`src/inc/avmf_regs.svh`:
```
/*
 * Command codes, selectors, field positions, reset values and counts
 * of the alert-mask and output-voltage format command registers.
 * Assumes it is included by its bare name wherever a number is needed.
 */
`ifndef AVMF_REGS_SVH
`define AVMF_REGS_SVH

// ************************************************************
// Command codes and selector bytes
// ************************************************************
`define AVMF_CMD_ALERT_MASK   8'h1B
`define AVMF_CMD_VOUT_FORMAT  8'h20
`define AVMF_SEL_MISC         8'h7F
`define AVMF_SEL_VENDOR       8'h80

// ************************************************************
// Alert mask layout and reset values
// ************************************************************
`define AVMF_MISC_MASK_RST    8'h01
`define AVMF_MISC_SUPPORTED   8'h01
`define AVMF_VENDOR_MASK_RST  8'hCE
`define AVMF_VENDOR_WMASK     8'hCE
`define AVMF_VM_POWER_ON_BIT  7
`define AVMF_VM_SELF_BIT      6
`define AVMF_VM_RESET_BIT     3
`define AVMF_VM_BACK_BIT      2
`define AVMF_VM_SYNC_BIT      1

// ************************************************************
// Output-voltage format layout, reset value and exponent range
// ************************************************************
`define AVMF_FMT_REL_BIT      7
`define AVMF_FMT_MODE_HI      6
`define AVMF_FMT_MODE_LO      5
`define AVMF_FMT_PARAM_HI     4
`define AVMF_FMT_PARAM_LO     0
`define AVMF_FMT_MODE_LINEAR  2'h0
`define AVMF_FMT_RST          8'h14
`define AVMF_EXP_MIN          5'h14
`define AVMF_EXP_MAX          5'h1C

// ************************************************************
// Dependent output-voltage words walked on a format change
// ************************************************************
`define AVMF_DEP_FIRST        2'h0
`define AVMF_DEP_LAST         2'h3

`endif

```
`src/inc/avmf_pkg.sv`:
```
/*
 * Types shared by the format/mask block and its mask bank leaf module.
 * Assumes avmf_regs.svh is on the include path.
 */
`include "avmf_regs.svh"

package avmf_pkg;

	// ************************************************************
	// Transaction carriers
	// ************************************************************
	typedef enum logic [1:0] {
		AVMF_XFER_WRITE_BYTE = 2'b00,
		AVMF_XFER_WRITE_WORD = 2'b01,
		AVMF_XFER_READ_BYTE  = 2'b10,
		AVMF_XFER_PROC_CALL  = 2'b11
	} avmf_xfer_t;

	typedef struct packed {
		logic       valid;
		avmf_xfer_t kind;
		logic [7:0] code;
		logic [7:0] sel;
		logic [7:0] data;
	} avmf_cmd_t;

	typedef struct packed {
		logic       valid;
		logic       ack;
		logic [7:0] data;
	} avmf_rsp_t;

	typedef struct packed {
		logic       load;
		logic [7:0] vendor_mask;
		logic [7:0] format;
	} avmf_nvm_t;

	typedef struct packed {
		logic       relative_format_flag;
		logic [1:0] mode;
		logic [4:0] param;
	} avmf_fmt_t;

	// ************************************************************
	// State
	// ************************************************************
	typedef enum logic [1:0] {
		AVMF_CONV_IDLE  = 2'b00,
		AVMF_CONV_READ  = 2'b01,
		AVMF_CONV_WRITE = 2'b10
	} avmf_conv_t;

	typedef struct packed {
		logic [7:0] vendor_mask;
	} avmf_bank_state_t;

	typedef struct packed {
		avmf_fmt_t   fmt;
		avmf_fmt_t   old_fmt;
		avmf_conv_t  conv;
		logic [1:0]  idx;
		logic        dep_rd;
		logic        dep_wr;
		logic [15:0] dep_wdata;
		logic        busy;
		avmf_rsp_t   rsp;
		logic        alert_oe_n;
		logic        alert_level;
	} avmf_top_state_t;

	// Exponents -12..-4 are 5'h14..5'h1C, so an unsigned compare works
	function automatic logic exp_supported(input logic [4:0] p);
		exp_supported = (p >= `AVMF_EXP_MIN) && (p <= `AVMF_EXP_MAX);
	endfunction

endpackage

```
`src/hw/avmf_block.sv`:
```
/*
 * Alert-mask and output-voltage format command registers of a power
 * bus target, with the walk that re-scales dependent voltage words
 * when the format changes.
 * Assumes a protocol layer outside delivers one decoded transaction
 * per cmd.valid pulse and that the dependent word store answers a
 * read in the same cycle as dep_rd.
 */
// Functional notes
// - The misc mask sits behind command 1Bh with selector 7Fh, the vendor mask behind 1Bh with selector 80h.
// - A mask is written by a word write carrying selector and mask byte.
// - A mask is read by a process call that returns the selected one-byte mask.
// - A mask bit of 0 lets its condition drive the alert line and 1 blocks it, for misc bit 0 and vendor bits 7, 6, 3, 2 and 1 only.
// - The misc mask reads 01h fixed, so its only source never alerts.
// - Clearing the self-check mask bit can let a power-up glitch raise the alert.
// - Clearing the sync mask bit can let a stack enable briefly raise the alert.
// - The format register is command 20h, written by byte write, read by byte read.
// - The format register takes writes only while conversion is off.
// - Format byte is relative flag at 7, mode at 6:5 and exponent at 4:0.
// - The relative flag selects absolute format at 0 and relative at 1.
// - The mode field is fixed at 00b linear, any other value is invalid.
// - The exponent is two's complement and only -12 through -4 is accepted.
// - A format change re-scales every dependent voltage word to the new format.
// - Stored voltage words keep the format they were written in until converted.
`timescale 1ns/1ps
`include "avmf_regs.svh"

module avmf_block (
	input  wire logic                 clk,           // 100 MHz clock
	input  wire logic                 resetn,        // Sync reset, low
	input  wire logic                 ce,            // Clock enable
	input  wire avmf_pkg::avmf_cmd_t  cmd,           // Decoded command
	output avmf_pkg::avmf_rsp_t       rsp,           // Command answer
	input  wire avmf_pkg::avmf_nvm_t  nvm,           // NVM reload
	input  wire logic                 conv_enabled,  // Converter running
	input  wire logic [7:0]           misc_status,   // Misc status
	input  wire logic [7:0]           vendor_status, // Vendor status
	input  wire logic                 alert_in,      // Alert wire level
	output logic                      alert_out,     // Alert drive level
	output logic                      alert_oe_n,    // Alert drive, low
	output logic [7:0]                vout_format,   // Format in force
	output logic                      conv_busy,     // Re-scale running
	output logic [1:0]                dep_addr,      // Dependent index
	output logic                      dep_rd,        // Dependent read
	input  wire logic [15:0]          dep_rdata,     // Dependent word
	output logic                      dep_wr,        // Dependent write
	output logic [15:0]               dep_wdata      // Re-scaled word
);

	avmf_pkg::avmf_top_state_t st_reg;
	avmf_pkg::avmf_top_state_t st_next;

	logic        is_mask_cmd;
	logic        is_fmt_cmd;
	logic        sel_misc;
	logic        sel_vendor;
	logic        mask_wr;
	logic        fmt_wr_ok;
	logic        fmt_differs;
	logic [7:0]  misc_mask;
	logic [7:0]  vendor_mask;
	logic        alert_req;
	logic [15:0] scaled;
	logic        line_seen;

	avmf_pkg::avmf_fmt_t wr_fmt;

	// ************************************************************
	// Command decode
	// ************************************************************
	assign is_mask_cmd = cmd.valid
		&& (cmd.code == `AVMF_CMD_ALERT_MASK);
	assign is_fmt_cmd  = cmd.valid
		&& (cmd.code == `AVMF_CMD_VOUT_FORMAT);
	assign sel_misc    = (cmd.sel == `AVMF_SEL_MISC);
	assign sel_vendor  = (cmd.sel == `AVMF_SEL_VENDOR);
	assign wr_fmt      = avmf_pkg::avmf_fmt_t'(cmd.data);

	assign mask_wr = ce && is_mask_cmd && sel_vendor
		&& (cmd.kind == avmf_pkg::AVMF_XFER_WRITE_WORD);

	// A write in the middle of a re-scale would leave words in mixed
	// formats, so it is refused until the walk is done.
	assign fmt_wr_ok = is_fmt_cmd
		&& (cmd.kind == avmf_pkg::AVMF_XFER_WRITE_BYTE)
		&& !conv_enabled
		&& !st_reg.busy
		&& (wr_fmt.mode == `AVMF_FMT_MODE_LINEAR)
		&& avmf_pkg::exp_supported(wr_fmt.param);

	assign fmt_differs = (wr_fmt.relative_format_flag != st_reg.fmt.relative_format_flag)
		|| (wr_fmt.param != st_reg.fmt.param);

	// The wire level is only observed; the drive follows the masks.
	assign line_seen = alert_in;

	// ************************************************************
	// Leaf modules
	// ************************************************************
	avmf_mask_bank u_bank (
		.clk           (clk),
		.resetn        (resetn),
		.ce            (ce),
		.wr_en         (mask_wr),
		.wr_mask       (cmd.data),
		.nvm_load      (nvm.load),
		.nvm_mask      (nvm.vendor_mask),
		.misc_status   (misc_status),
		.vendor_status (vendor_status),
		.misc_mask     (misc_mask),
		.vendor_mask   (vendor_mask),
		.alert_req     (alert_req)
	);

	avmf_scaler u_scaler (
		.value      (dep_rdata),
		.old_exp    (st_reg.old_fmt.param),
		.new_exp    (st_reg.fmt.param),
		.signed_fmt (st_reg.fmt.relative_format_flag),
		.result     (scaled)
	);

	// ************************************************************
	// Next state
	// ************************************************************
	always_comb
	begin
		st_next = st_reg;

		// Answer defaults: one-cycle pulse, refused and zero
		st_next.rsp.valid = cmd.valid;
		st_next.rsp.ack   = 1'b0;
		st_next.rsp.data  = 8'h00;

		if (is_mask_cmd)
		begin
			case (cmd.kind)
				avmf_pkg::AVMF_XFER_WRITE_WORD:
				begin
					// Misc mask write is taken but changes nothing
					st_next.rsp.ack = sel_misc || sel_vendor;
				end
				avmf_pkg::AVMF_XFER_PROC_CALL:
				begin
					st_next.rsp.ack = sel_misc || sel_vendor;
					if (sel_misc)
						st_next.rsp.data = misc_mask;
					else if (sel_vendor)
						st_next.rsp.data = vendor_mask;
					else
						st_next.rsp.data = 8'h00;
				end
				default:
				begin
					st_next.rsp.ack = 1'b0;
				end
			endcase
		end
		else if (is_fmt_cmd)
		begin
			case (cmd.kind)
				avmf_pkg::AVMF_XFER_READ_BYTE:
				begin
					st_next.rsp.ack  = 1'b1;
					st_next.rsp.data = st_reg.fmt;
				end
				avmf_pkg::AVMF_XFER_WRITE_BYTE:
				begin
					st_next.rsp.ack = fmt_wr_ok;
				end
				default:
				begin
					st_next.rsp.ack = 1'b0;
				end
			endcase
		end

		// Format write; mode is forced to linear
		if (fmt_wr_ok)
		begin
			st_next.fmt.relative_format_flag   = wr_fmt.relative_format_flag;
			st_next.fmt.mode  = `AVMF_FMT_MODE_LINEAR;
			st_next.fmt.param = wr_fmt.param;
			if (fmt_differs)
			begin
				// Old format kept so stored words are converted from
				// the exponent they were written with
				st_next.old_fmt = st_reg.fmt;
				st_next.busy    = 1'b1;
				st_next.idx     = `AVMF_DEP_FIRST;
				st_next.dep_rd  = 1'b1;
				st_next.conv    = avmf_pkg::AVMF_CONV_READ;
			end
		end

		// Dependent word walk
		case (st_reg.conv)
			avmf_pkg::AVMF_CONV_IDLE:
			begin
				st_next.dep_wr = 1'b0;
			end
			avmf_pkg::AVMF_CONV_READ:
			begin
				st_next.dep_rd    = 1'b0;
				st_next.dep_wr    = 1'b1;
				st_next.dep_wdata = scaled;
				st_next.conv      = avmf_pkg::AVMF_CONV_WRITE;
			end
			avmf_pkg::AVMF_CONV_WRITE:
			begin
				st_next.dep_wr = 1'b0;
				if (st_reg.idx == `AVMF_DEP_LAST)
				begin
					st_next.busy = 1'b0;
					st_next.conv = avmf_pkg::AVMF_CONV_IDLE;
				end
				else
				begin
					st_next.idx    = st_reg.idx + 2'h1;
					st_next.dep_rd = 1'b1;
					st_next.conv   = avmf_pkg::AVMF_CONV_READ;
				end
			end
			default:
			begin
				st_next.dep_rd = 1'b0;
				st_next.dep_wr = 1'b0;
				st_next.busy   = 1'b0;
				st_next.conv   = avmf_pkg::AVMF_CONV_IDLE;
			end
		endcase

		// Reload restores the dependent words too, so any walk is moot
		if (nvm.load)
		begin
			st_next.fmt.relative_format_flag   = nvm.format[`AVMF_FMT_REL_BIT];
			st_next.fmt.mode  = `AVMF_FMT_MODE_LINEAR;
			st_next.fmt.param = avmf_pkg::exp_supported(
				nvm.format[`AVMF_FMT_PARAM_HI:`AVMF_FMT_PARAM_LO])
				? nvm.format[`AVMF_FMT_PARAM_HI:`AVMF_FMT_PARAM_LO]
				: st_reg.fmt.param;
			st_next.old_fmt = st_next.fmt;
			st_next.busy    = 1'b0;
			st_next.dep_rd  = 1'b0;
			st_next.dep_wr  = 1'b0;
			st_next.conv    = avmf_pkg::AVMF_CONV_IDLE;
		end

		// Open-drain alert: pull low only for an unmasked condition
		st_next.alert_oe_n  = !alert_req;
		st_next.alert_level = 1'b0;
	end

	// ************************************************************
	// State register
	// ************************************************************
	always_ff @(posedge clk)
	begin
		if (!resetn)
		begin
			st_reg             <= '0;
			st_reg.fmt         <= avmf_pkg::avmf_fmt_t'(`AVMF_FMT_RST);
			st_reg.old_fmt     <= avmf_pkg::avmf_fmt_t'(`AVMF_FMT_RST);
			st_reg.conv        <= avmf_pkg::AVMF_CONV_IDLE;
			st_reg.alert_oe_n  <= 1'b1;
			st_reg.alert_level <= 1'b0;
		end
		else if (ce)
			st_reg <= st_next;
	end

	// ************************************************************
	// Outputs, all straight from the state register
	// ************************************************************
	assign rsp         = st_reg.rsp;
	assign alert_out   = st_reg.alert_level;
	assign alert_oe_n  = st_reg.alert_oe_n;
	assign vout_format = st_reg.fmt;
	assign conv_busy   = st_reg.busy;
	assign dep_addr    = st_reg.idx;
	assign dep_rd      = st_reg.dep_rd;
	assign dep_wr      = st_reg.dep_wr;
	assign dep_wdata   = st_reg.dep_wdata;

endmodule

```
`src/hw/avmf_mask_bank.sv`:
```
/*
 * Alert mask bank: the fixed miscellaneous mask, the writable vendor
 * mask and the masked alert request.
 * Assumes the parent decodes the command and pulses wr_en for a valid
 * vendor-mask word write.
 */
`timescale 1ns/1ps
`include "avmf_regs.svh"

module avmf_mask_bank (
	input  wire logic       clk,           // System clock
	input  wire logic       resetn,        // Synchronous reset, active low
	input  wire logic       ce,            // Clock enable
	input  wire logic       wr_en,         // Vendor mask write pulse
	input  wire logic [7:0] wr_mask,       // Vendor mask write data
	input  wire logic       nvm_load,      // Reload from nonvolatile copy
	input  wire logic [7:0] nvm_mask,      // Nonvolatile vendor mask
	input  wire logic [7:0] misc_status,   // Misc status group
	input  wire logic [7:0] vendor_status, // Vendor status group
	output logic      [7:0] misc_mask,     // Misc mask readback
	output logic      [7:0] vendor_mask,   // Vendor mask readback
	output logic            alert_req      // Any unmasked supported condition
);

	avmf_pkg::avmf_bank_state_t st_reg;
	avmf_pkg::avmf_bank_state_t st_next;

	// ************************************************************
	// Next state
	// ************************************************************
	always_comb
	begin
		st_next = st_reg;
		// Reload wins over a host write in the same cycle
		if (nvm_load)
			st_next.vendor_mask = nvm_mask & `AVMF_VENDOR_WMASK;
		else if (wr_en)
			st_next.vendor_mask = wr_mask & `AVMF_VENDOR_WMASK;
	end

	always_ff @(posedge clk)
	begin
		if (!resetn)
			st_reg <= '{vendor_mask: `AVMF_VENDOR_MASK_RST};
		else if (ce)
			st_reg <= st_next;
	end

	// ************************************************************
	// Readback and alert request
	// ************************************************************
	assign misc_mask   = `AVMF_MISC_MASK_RST;
	assign vendor_mask = st_reg.vendor_mask;

	// A cleared self-check or sync bit passes power-up and stack-enable
	// glitches straight to the line; software must expect them.
	assign alert_req = |(vendor_status & ~st_reg.vendor_mask
			& `AVMF_VENDOR_WMASK)
		| |(misc_status & ~misc_mask & `AVMF_MISC_SUPPORTED);

endmodule

```
`src/hw/avmf_scaler.sv`:
```
/*
 * Re-scales one output-voltage word from an old exponent to a new one.
 * Assumes exponents are within -12..-4, so the shift is at most eight.
 */
`timescale 1ns/1ps

module avmf_scaler (
	input  wire logic [15:0] value,      // Word in the old format
	input  wire logic [4:0]  old_exp,    // Exponent it was written with
	input  wire logic [4:0]  new_exp,    // Exponent now in force
	input  wire logic        signed_fmt, // Treat word as two's complement
	output logic      [15:0] result      // Word in the new format
);

	logic [5:0] diff;
	logic [5:0] neg_diff;
	logic [3:0] amt;

	// Finer new exponent means a larger mantissa for the same voltage.
	// Left shifts are not saturated: bits above 15 are lost.
	always_comb
	begin
		diff     = {old_exp[4], old_exp} - {new_exp[4], new_exp};
		neg_diff = 6'h00 - diff;
		if (!diff[5])
		begin
			amt    = diff[3:0];
			result = value << amt;
		end
		else
		begin
			amt = neg_diff[3:0];
			if (signed_fmt)
				result = 16'($signed(value) >>> amt);
			else
				result = value >> amt;
		end
	end

endmodule

```
`config.mk`:
```
export PLATFORM = sky130hd
export DESIGN_NAME = avmf_block
export DESIGN_NICKNAME = d
export VERILOG_FILES = /design/src/inc/avmf_pkg.sv /design/src/hw/avmf_block.sv /design/src/hw/avmf_mask_bank.sv /design/src/hw/avmf_scaler.sv
export VERILOG_INCLUDE_DIRS = /design/src /design/src/inc
export SDC_FILE = /design/constraint.sdc
export NUM_CORES = 1
export LEC_CHECK = 0
export ABC_AREA = 1
export BUFFER_PORTS_ARGS = -buffer_cell sky130_fd_sc_hd__buf_4
export CORE_MARGIN = 8
export CORE_UTILIZATION = 58
export DETAILED_ROUTE_END_ITERATION = 8
export PLACE_DENSITY = 0.87
export SYNTH_ARGS = -nofsm -noshare
export SYNTH_HDL_FRONTEND = slang
export SYNTH_SLANG_ARGS = --single-unit
```
`constraint.sdc`:
```
create_clock -name clk -period 8.2 [get_ports clk]
set_input_delay 0.82 -clock clk [delete_from_list [all_inputs] [get_ports clk]]
set_output_delay 0.82 -clock clk [all_outputs]
set_load 0.02 [all_outputs]
```
Word level (Yosys, flattened, before mapping)
Cells that the tools add are included.
{ "word_totals": {"reg_bits": 55, "out_inout_bits": 41} }
{ "classes": {"n_addsub": 3, "n_lt_le_gt_ge": 4, "eq_ne": 14, "shift": 3, "muxes": 28, "bitwise": 2, "n_reduce_logical": 31} }
{ "op_table": {"columns": ["cell", "n"], "rows": [
  ["$mux W8", 6],
  ["$mux W16", 2],
  ["$mux W21", 1],
  ["$mux W18", 1],
  ["$mux W9", 2],
  ["$shl A16 B4 Y16", 1],
  ["$shr A16 B4 Y16", 1],
  ["$sshr A16 B4 Y16", 1],
  ["$mux W13", 1],
  ["$logic_and A1 B1 Y1", 12],
  ["$ge A5 B5 Y1 const B", 2],
  ["$le A5 B5 Y1 const B", 2],
  ["$and A8 B8 Y8", 1],
  ["$eq A2 B2 Y1 const B", 4],
  ["$eq A8 B5 Y1 const B", 1],
  ["$eq A8 B6 Y1 const B", 1],
  ["$eq A8 B7 Y1 const B", 1],
  ["$eq A8 B8 Y1 const B", 1],
  ["$not A8 Y8", 1],
  ["$mux W1", 7],
  ["$logic_not A2 Y1", 3],
  ["$ne A3 B3 Y1 const B", 2],
  ["$pmux W1 S2", 3],
  ["$pmux W2 S3", 1],
  ["16 further kinds", 27]
]} }

Depth between registers and ports, before layout
{ "depth": {"word_depth": 11, "mapped_depth": 18, "ltp_nobuf": 16} }

By module
From an unflattened synthesis, not the netlist that was laid out.
{ "unflattened": {"cells_unflattened": 867, "area_unflattened_um2": 4929.7} }
{ "by_module_without_submodules": {"columns": ["module", "n_inst", "cells_per_inst", "area_per_inst_um2", "seq_area_each_um2"], "rows": [
  ["avmf_block", 1, 420, 2736.4, 900.9],
  ["avmf_scaler", 1, 379, 1776.7, 0.0],
  ["avmf_mask_bank", 1, 68, 416.6, 100.1]
]} }

Worst setup path before layout
OpenSTA, ideal clock, no wires.
{ "synth_path": {"kind": "register to register", "startpoint": "register st_reg (netlist bit vout_format[0])", "endpoint": "register st_reg (netlist bit dep_wdata[3])", "arrival_ns": 2.639, "setup_slack_ns": 5.442, "path_stages_with_launch": 17, "n_path_buf": 3, "period_less_slack_ns": 2.758, "path_cell_list": "dfxtp_1 > ha_1 > inv_1 > fa_1 > inv_2 > clkbuf_1 > ha_1 > buf_2 > inv_1 > buf_2 > nand3_1 > nand2_1 > nor2_1 > nor2_1 > nand2_1 > nand3_1 > a21oi_1"} }
{ "synth_between": {"elab_chain_len": 5} }
{ "synth_rtl": {"columns": ["element", "line", "text"], "rows": [
  ["start: declaration", "avmf_block.sv:50", "avmf_pkg::avmf_top_state_t st_reg;"],
  ["start signal: assignment", "avmf_block.sv:269", "st_reg <= st_next;"],
  ["$sub A5 B5 Y6 (*)", "avmf_scaler.sv:23", "diff = {old_exp[4], old_exp} - {new_exp[4], new_exp};"],
  ["$sub A1 B4 Y4", "avmf_scaler.sv:24", "neg_diff = 6'h00 - diff;"],
  ["$shr A16 B4 Y16 / $sshr A16 B4 Y16 (equally long branches)", "avmf_scaler.sv:36, avmf_scaler.sv:34", null],
  ["$mux W16", "avmf_scaler.sv:33", "if (signed_fmt)"],
  ["$mux W16 (*)", "avmf_scaler.sv:25", "if (!diff[5])"]
]} }
Mark *: on every way between the ends. The rest lies on a longest branch, timed or not.
A chain may end at the register's enable or synchronous reset.

Worst setup path after layout
{ "layout_path": {"startpoint": "register st_reg (netlist bit vout_format[0])", "endpoint": "register st_reg (netlist bit dep_wdata[11])"} }
Same word-level chain as after synthesis.

==> metrics.md <==
| Metric | Value |
|---|---|
| Cells after Synth | `approximately 760` |
| Proportion of netlist area held by the largest area contributor | `22.1%` |
| Core Rows | `32` |
| Residual DRC | `0` |
| Crit path max-delay family | `adder cells` |
| Top FF cell, synth | `dfxtp_1` |
| Comb power frac | `between 50 and 60%` |
| Core ar. | `7650 um2` |
| CTS tree | `built` |
| Hold Violations, Final | `0` |
| Synth unique cells | `40` |
| Setup violations, final | `0` |
| CTS clk-pin slew, worst paths | `90 ps` |
| CP Data Required Time | `about 8400 ps` |
| Fin area | `a little over 5000 um2` |
| Worst relative slew slack | `between 40% and 50%` |
| Worst VDD drop | `0.0000954 V` |
| CP max FO | `21` |
| Htree depth | `2` |
| Maxcap violations | `0` |
| RSZ-0062 raised after global routing | `no` |
| Worst-Margin Slew | `803 ps` |
| Max Transition Viols Final | `0` |
| # fillers | `~740` |
| Drt pass-1 iters | `5` |
| Slowest CP cell | `fa_1` |
| Synth top cells by count | `nand2_1 (205), nand3_1 (125), nor2_1 (72), inv_1 (60), dfxtp_1 (50)` |
| CP arrival | `~4200 ps` |
| Switching portion of total power | `between 40% and 50%` |
| Metal1 wirelength | `between 5000 and 6000 um` |
| Total wire length | `about 14000 um` |
| Clk buf depth | `2` |
| Share of layout cells above drive strength 1 | `around 18%` |
| Tot GR Track Use | `about 24%` |
| CP Capture Type | `flip-flop` |
| Via density | `approximately 5.7` |
| Leak | `about 2.6 nW` |
| Die area | `~11000 um2` |
| Top sig layer | `met4` |
| Asr flop ratio synth | `0%` |
| DR WL/cell | `approximately 15 um` |
| Final nets | `890` |
| Met2 WL post-DR | `between 6000 and 7000 um` |
| Io pins | `122` |
| Synthesized cell area | `roughly 4500 um2` |
| Initial Utilization | `59.1%` |
| Die height | `around 100 um` |
| Power Internal | `slightly below 0.0005 W` |
| Outcome | `complete, no violations` |
| GPL Wtd Cong | `between 0.9 and 1` |
| Final HPWL DP | `10800 um` |
| WS Path Type | `flip-flop to flip-flop` |
| Post-CTS Hold Fix Bufs | `0` |
| Final min period | `about 4000 ps` |
| Top post-synthesis cells by area | `dfxtp_1 (22%), nand2_1 (17%), nand3_1 (14%), buf_4 (7.5%), nor2_1 (6.0%)` |
| Pin count of the biggest net entering global routing | `46` |
| Post-Route Utilization | `66.3%` |
| Via count | `5154` |
| Met3 wire len | `1020 um` |
| Cts repair resizes | `0` |
| EDFF count, synth | `0` |
| First-pass GRT wire length | `between 20000 and 25000 um` |
| Clk pwr share | `between 20% and 30%` |
| Worst Hold Class | `flip-flop to flip-flop` |
| DR iter-0 viols | `about 360` |
| Syn Area/Cell | `5.96 um2` |
| Layout Skew | `between 5 and 6 ps` |
| CTS Buf Count | `5` |
| Fin crit share | `around half` |
| Synth Warn # | `0` |
| CTS Sinks | `50` |
| Layout Area Growth over Synthesis | `12.2%` |
| Peak per-stage delay on the critical path | `870 ps` |
| Synth area leader | `dfxtp_1` |
| PD cells | `172 nW/um2` |
| NetSw | `between 0.0003 and 0.0004 W` |
| Max FFs per register | `16` |
| Area post-placement | `between 4000 and 5000 um2` |
| Register area share after synthesis | `22.1%` |
| Buffers on Ports | `~100` |
| CTS Root Cell | `clkbuf_8` |
| DIE WIDTH | `roughly 100 um` |
| Synthesized flop and latch total | `50` |
| Inserted Diodes | `0` |
| Worst path cell trace | `ha_1, inv_1, fa_1, inv_2, ha_1, inv_1, nand3_1, o21ai_1, nor2_1, nor2_1, nand2_1, nand3_1, a21oi_1` |
| Total Power | `0.000871 W` |
| Sequential power share | `approximately 30%` |
| Clock latency on the worst-skew pair | `a little over 300 ps` |
| CP Buf/Inv Count | `3` |
| Most numerous cell in the Yosys netlist | `nand2_1` |
| Total gr overflow | `0` |
| Setup TNS | `0 ps` |
| Vias in the first global route | `about 4900` |
| Routed Antenna Nets | `0` |
| Worst Setup Start Kind | `flip-flop` |
| F_max | `about 250 MHz` |
| Post-CTS Setup Inserts | `0` |
| Initial antenna violation count | `0` |
power by group through the flow:
stage	sequential (W)	clock (W)	combinational, W
finish	0.000256	0.000176	0.000439
global route	0.000257	0.000187	0.000487
CTS	0.000256	0.000176	0.000431
detailed placement	0.000262	0	0.000429
global placement	0.000261	0	0.000422
floorplan	0.000260	0	0.000343
routing by layer:
metal,vias up,track usage [%]
met3,33,4.71
met5,-,0
met2,243,41.8
met1,2334,29.0
li1,2544,-
met4,0,8.69
layout make-up:
type	instances	area [um2]	area share, %
Clock buffer	6	72.6	1.43
Clock inverter	2	37.5	0.740
Inverter	69	262	5.15
Multi-Input combinational cell	573	2810	55.3
Sequential cell	50	1000	19.7
Tap cell	102	128	2.52
Timing Repair Buffer	102	766	15.1
cell families (layout without fill, tap and decap cells):
logic type	after synthesis	count (layout)	synth area share, %
AO/OA/AOI/OAI	117	117	14.8
XOR/XNOR	4	4	0.775
adder cells (fa/ha/maj)	8	8	2.38
buffers and inverters	138	179	15.9
flip-flops	50	50	22.1
other	1	3	0.0829
AND/OR/NAND/NOR	441	441	43.9
per-stage QoR:
step,instances,hold WS (ps),setup WS [ps]
final,904,472,4200
after CTS,904,460,4310
after floorplan,761,410,5440
after global routing,904,504,3970
after global placement,896,422,4380
after detailed placement,896,444,4330
worst register-to-register path, cell delays in order (launching register included):
cell and delay (ps):
dfxtp_1 540, ha_1 210, inv_1 60, fa_1 870
inv_2 310, ha_1 750, inv_1 390, nand3_1 170
o21ai_1 90, nor2_1 140, nor2_1 90, nand2_1 70
nand3_1 90, a21oi_1 160
cells in the final DEF, fill, tap and decap left out, types with 2 or more instances in the layout:
cell	Yosys	layout
clkinv_1	2	2
o211ai_1	10	10
dfxtp_1	50	50
nand2_1	205	205
a21oi_1	34	34
nand3_2	6	6
ha_1	7	7
a22oi_1	5	5
o21ai_1	3	3
o21a_1	2	2
buf_4	45	102
inv_1	60	60
o21ai_2	2	2
xor2_1	4	4
a31oi_1	6	6
conb_1	1	3
nand2_4	7	7
a21oi_2	2	2
nand3_1	125	125
nand2_2	10	10
nor3_1	4	4
clkbuf_8	0	5
o22ai_1	3	3
o21ai_0	48	48
nor2_1	72	72
nand4_1	6	6
inv_2	6	6
final timing paths:
kind,endpoint,slack (ps),cells past startpoint,start
setup / recovery,dep_wdata[11],4200,13,vout_format[0]
hold / removal,rsp[5],470,2,rsp[5]
setup reg to reg,dep_wdata[11],4200,13,vout_format[0]
hold reg to reg,rsp[5],470,2,rsp[5]
(Power assumes the default switching activity.)
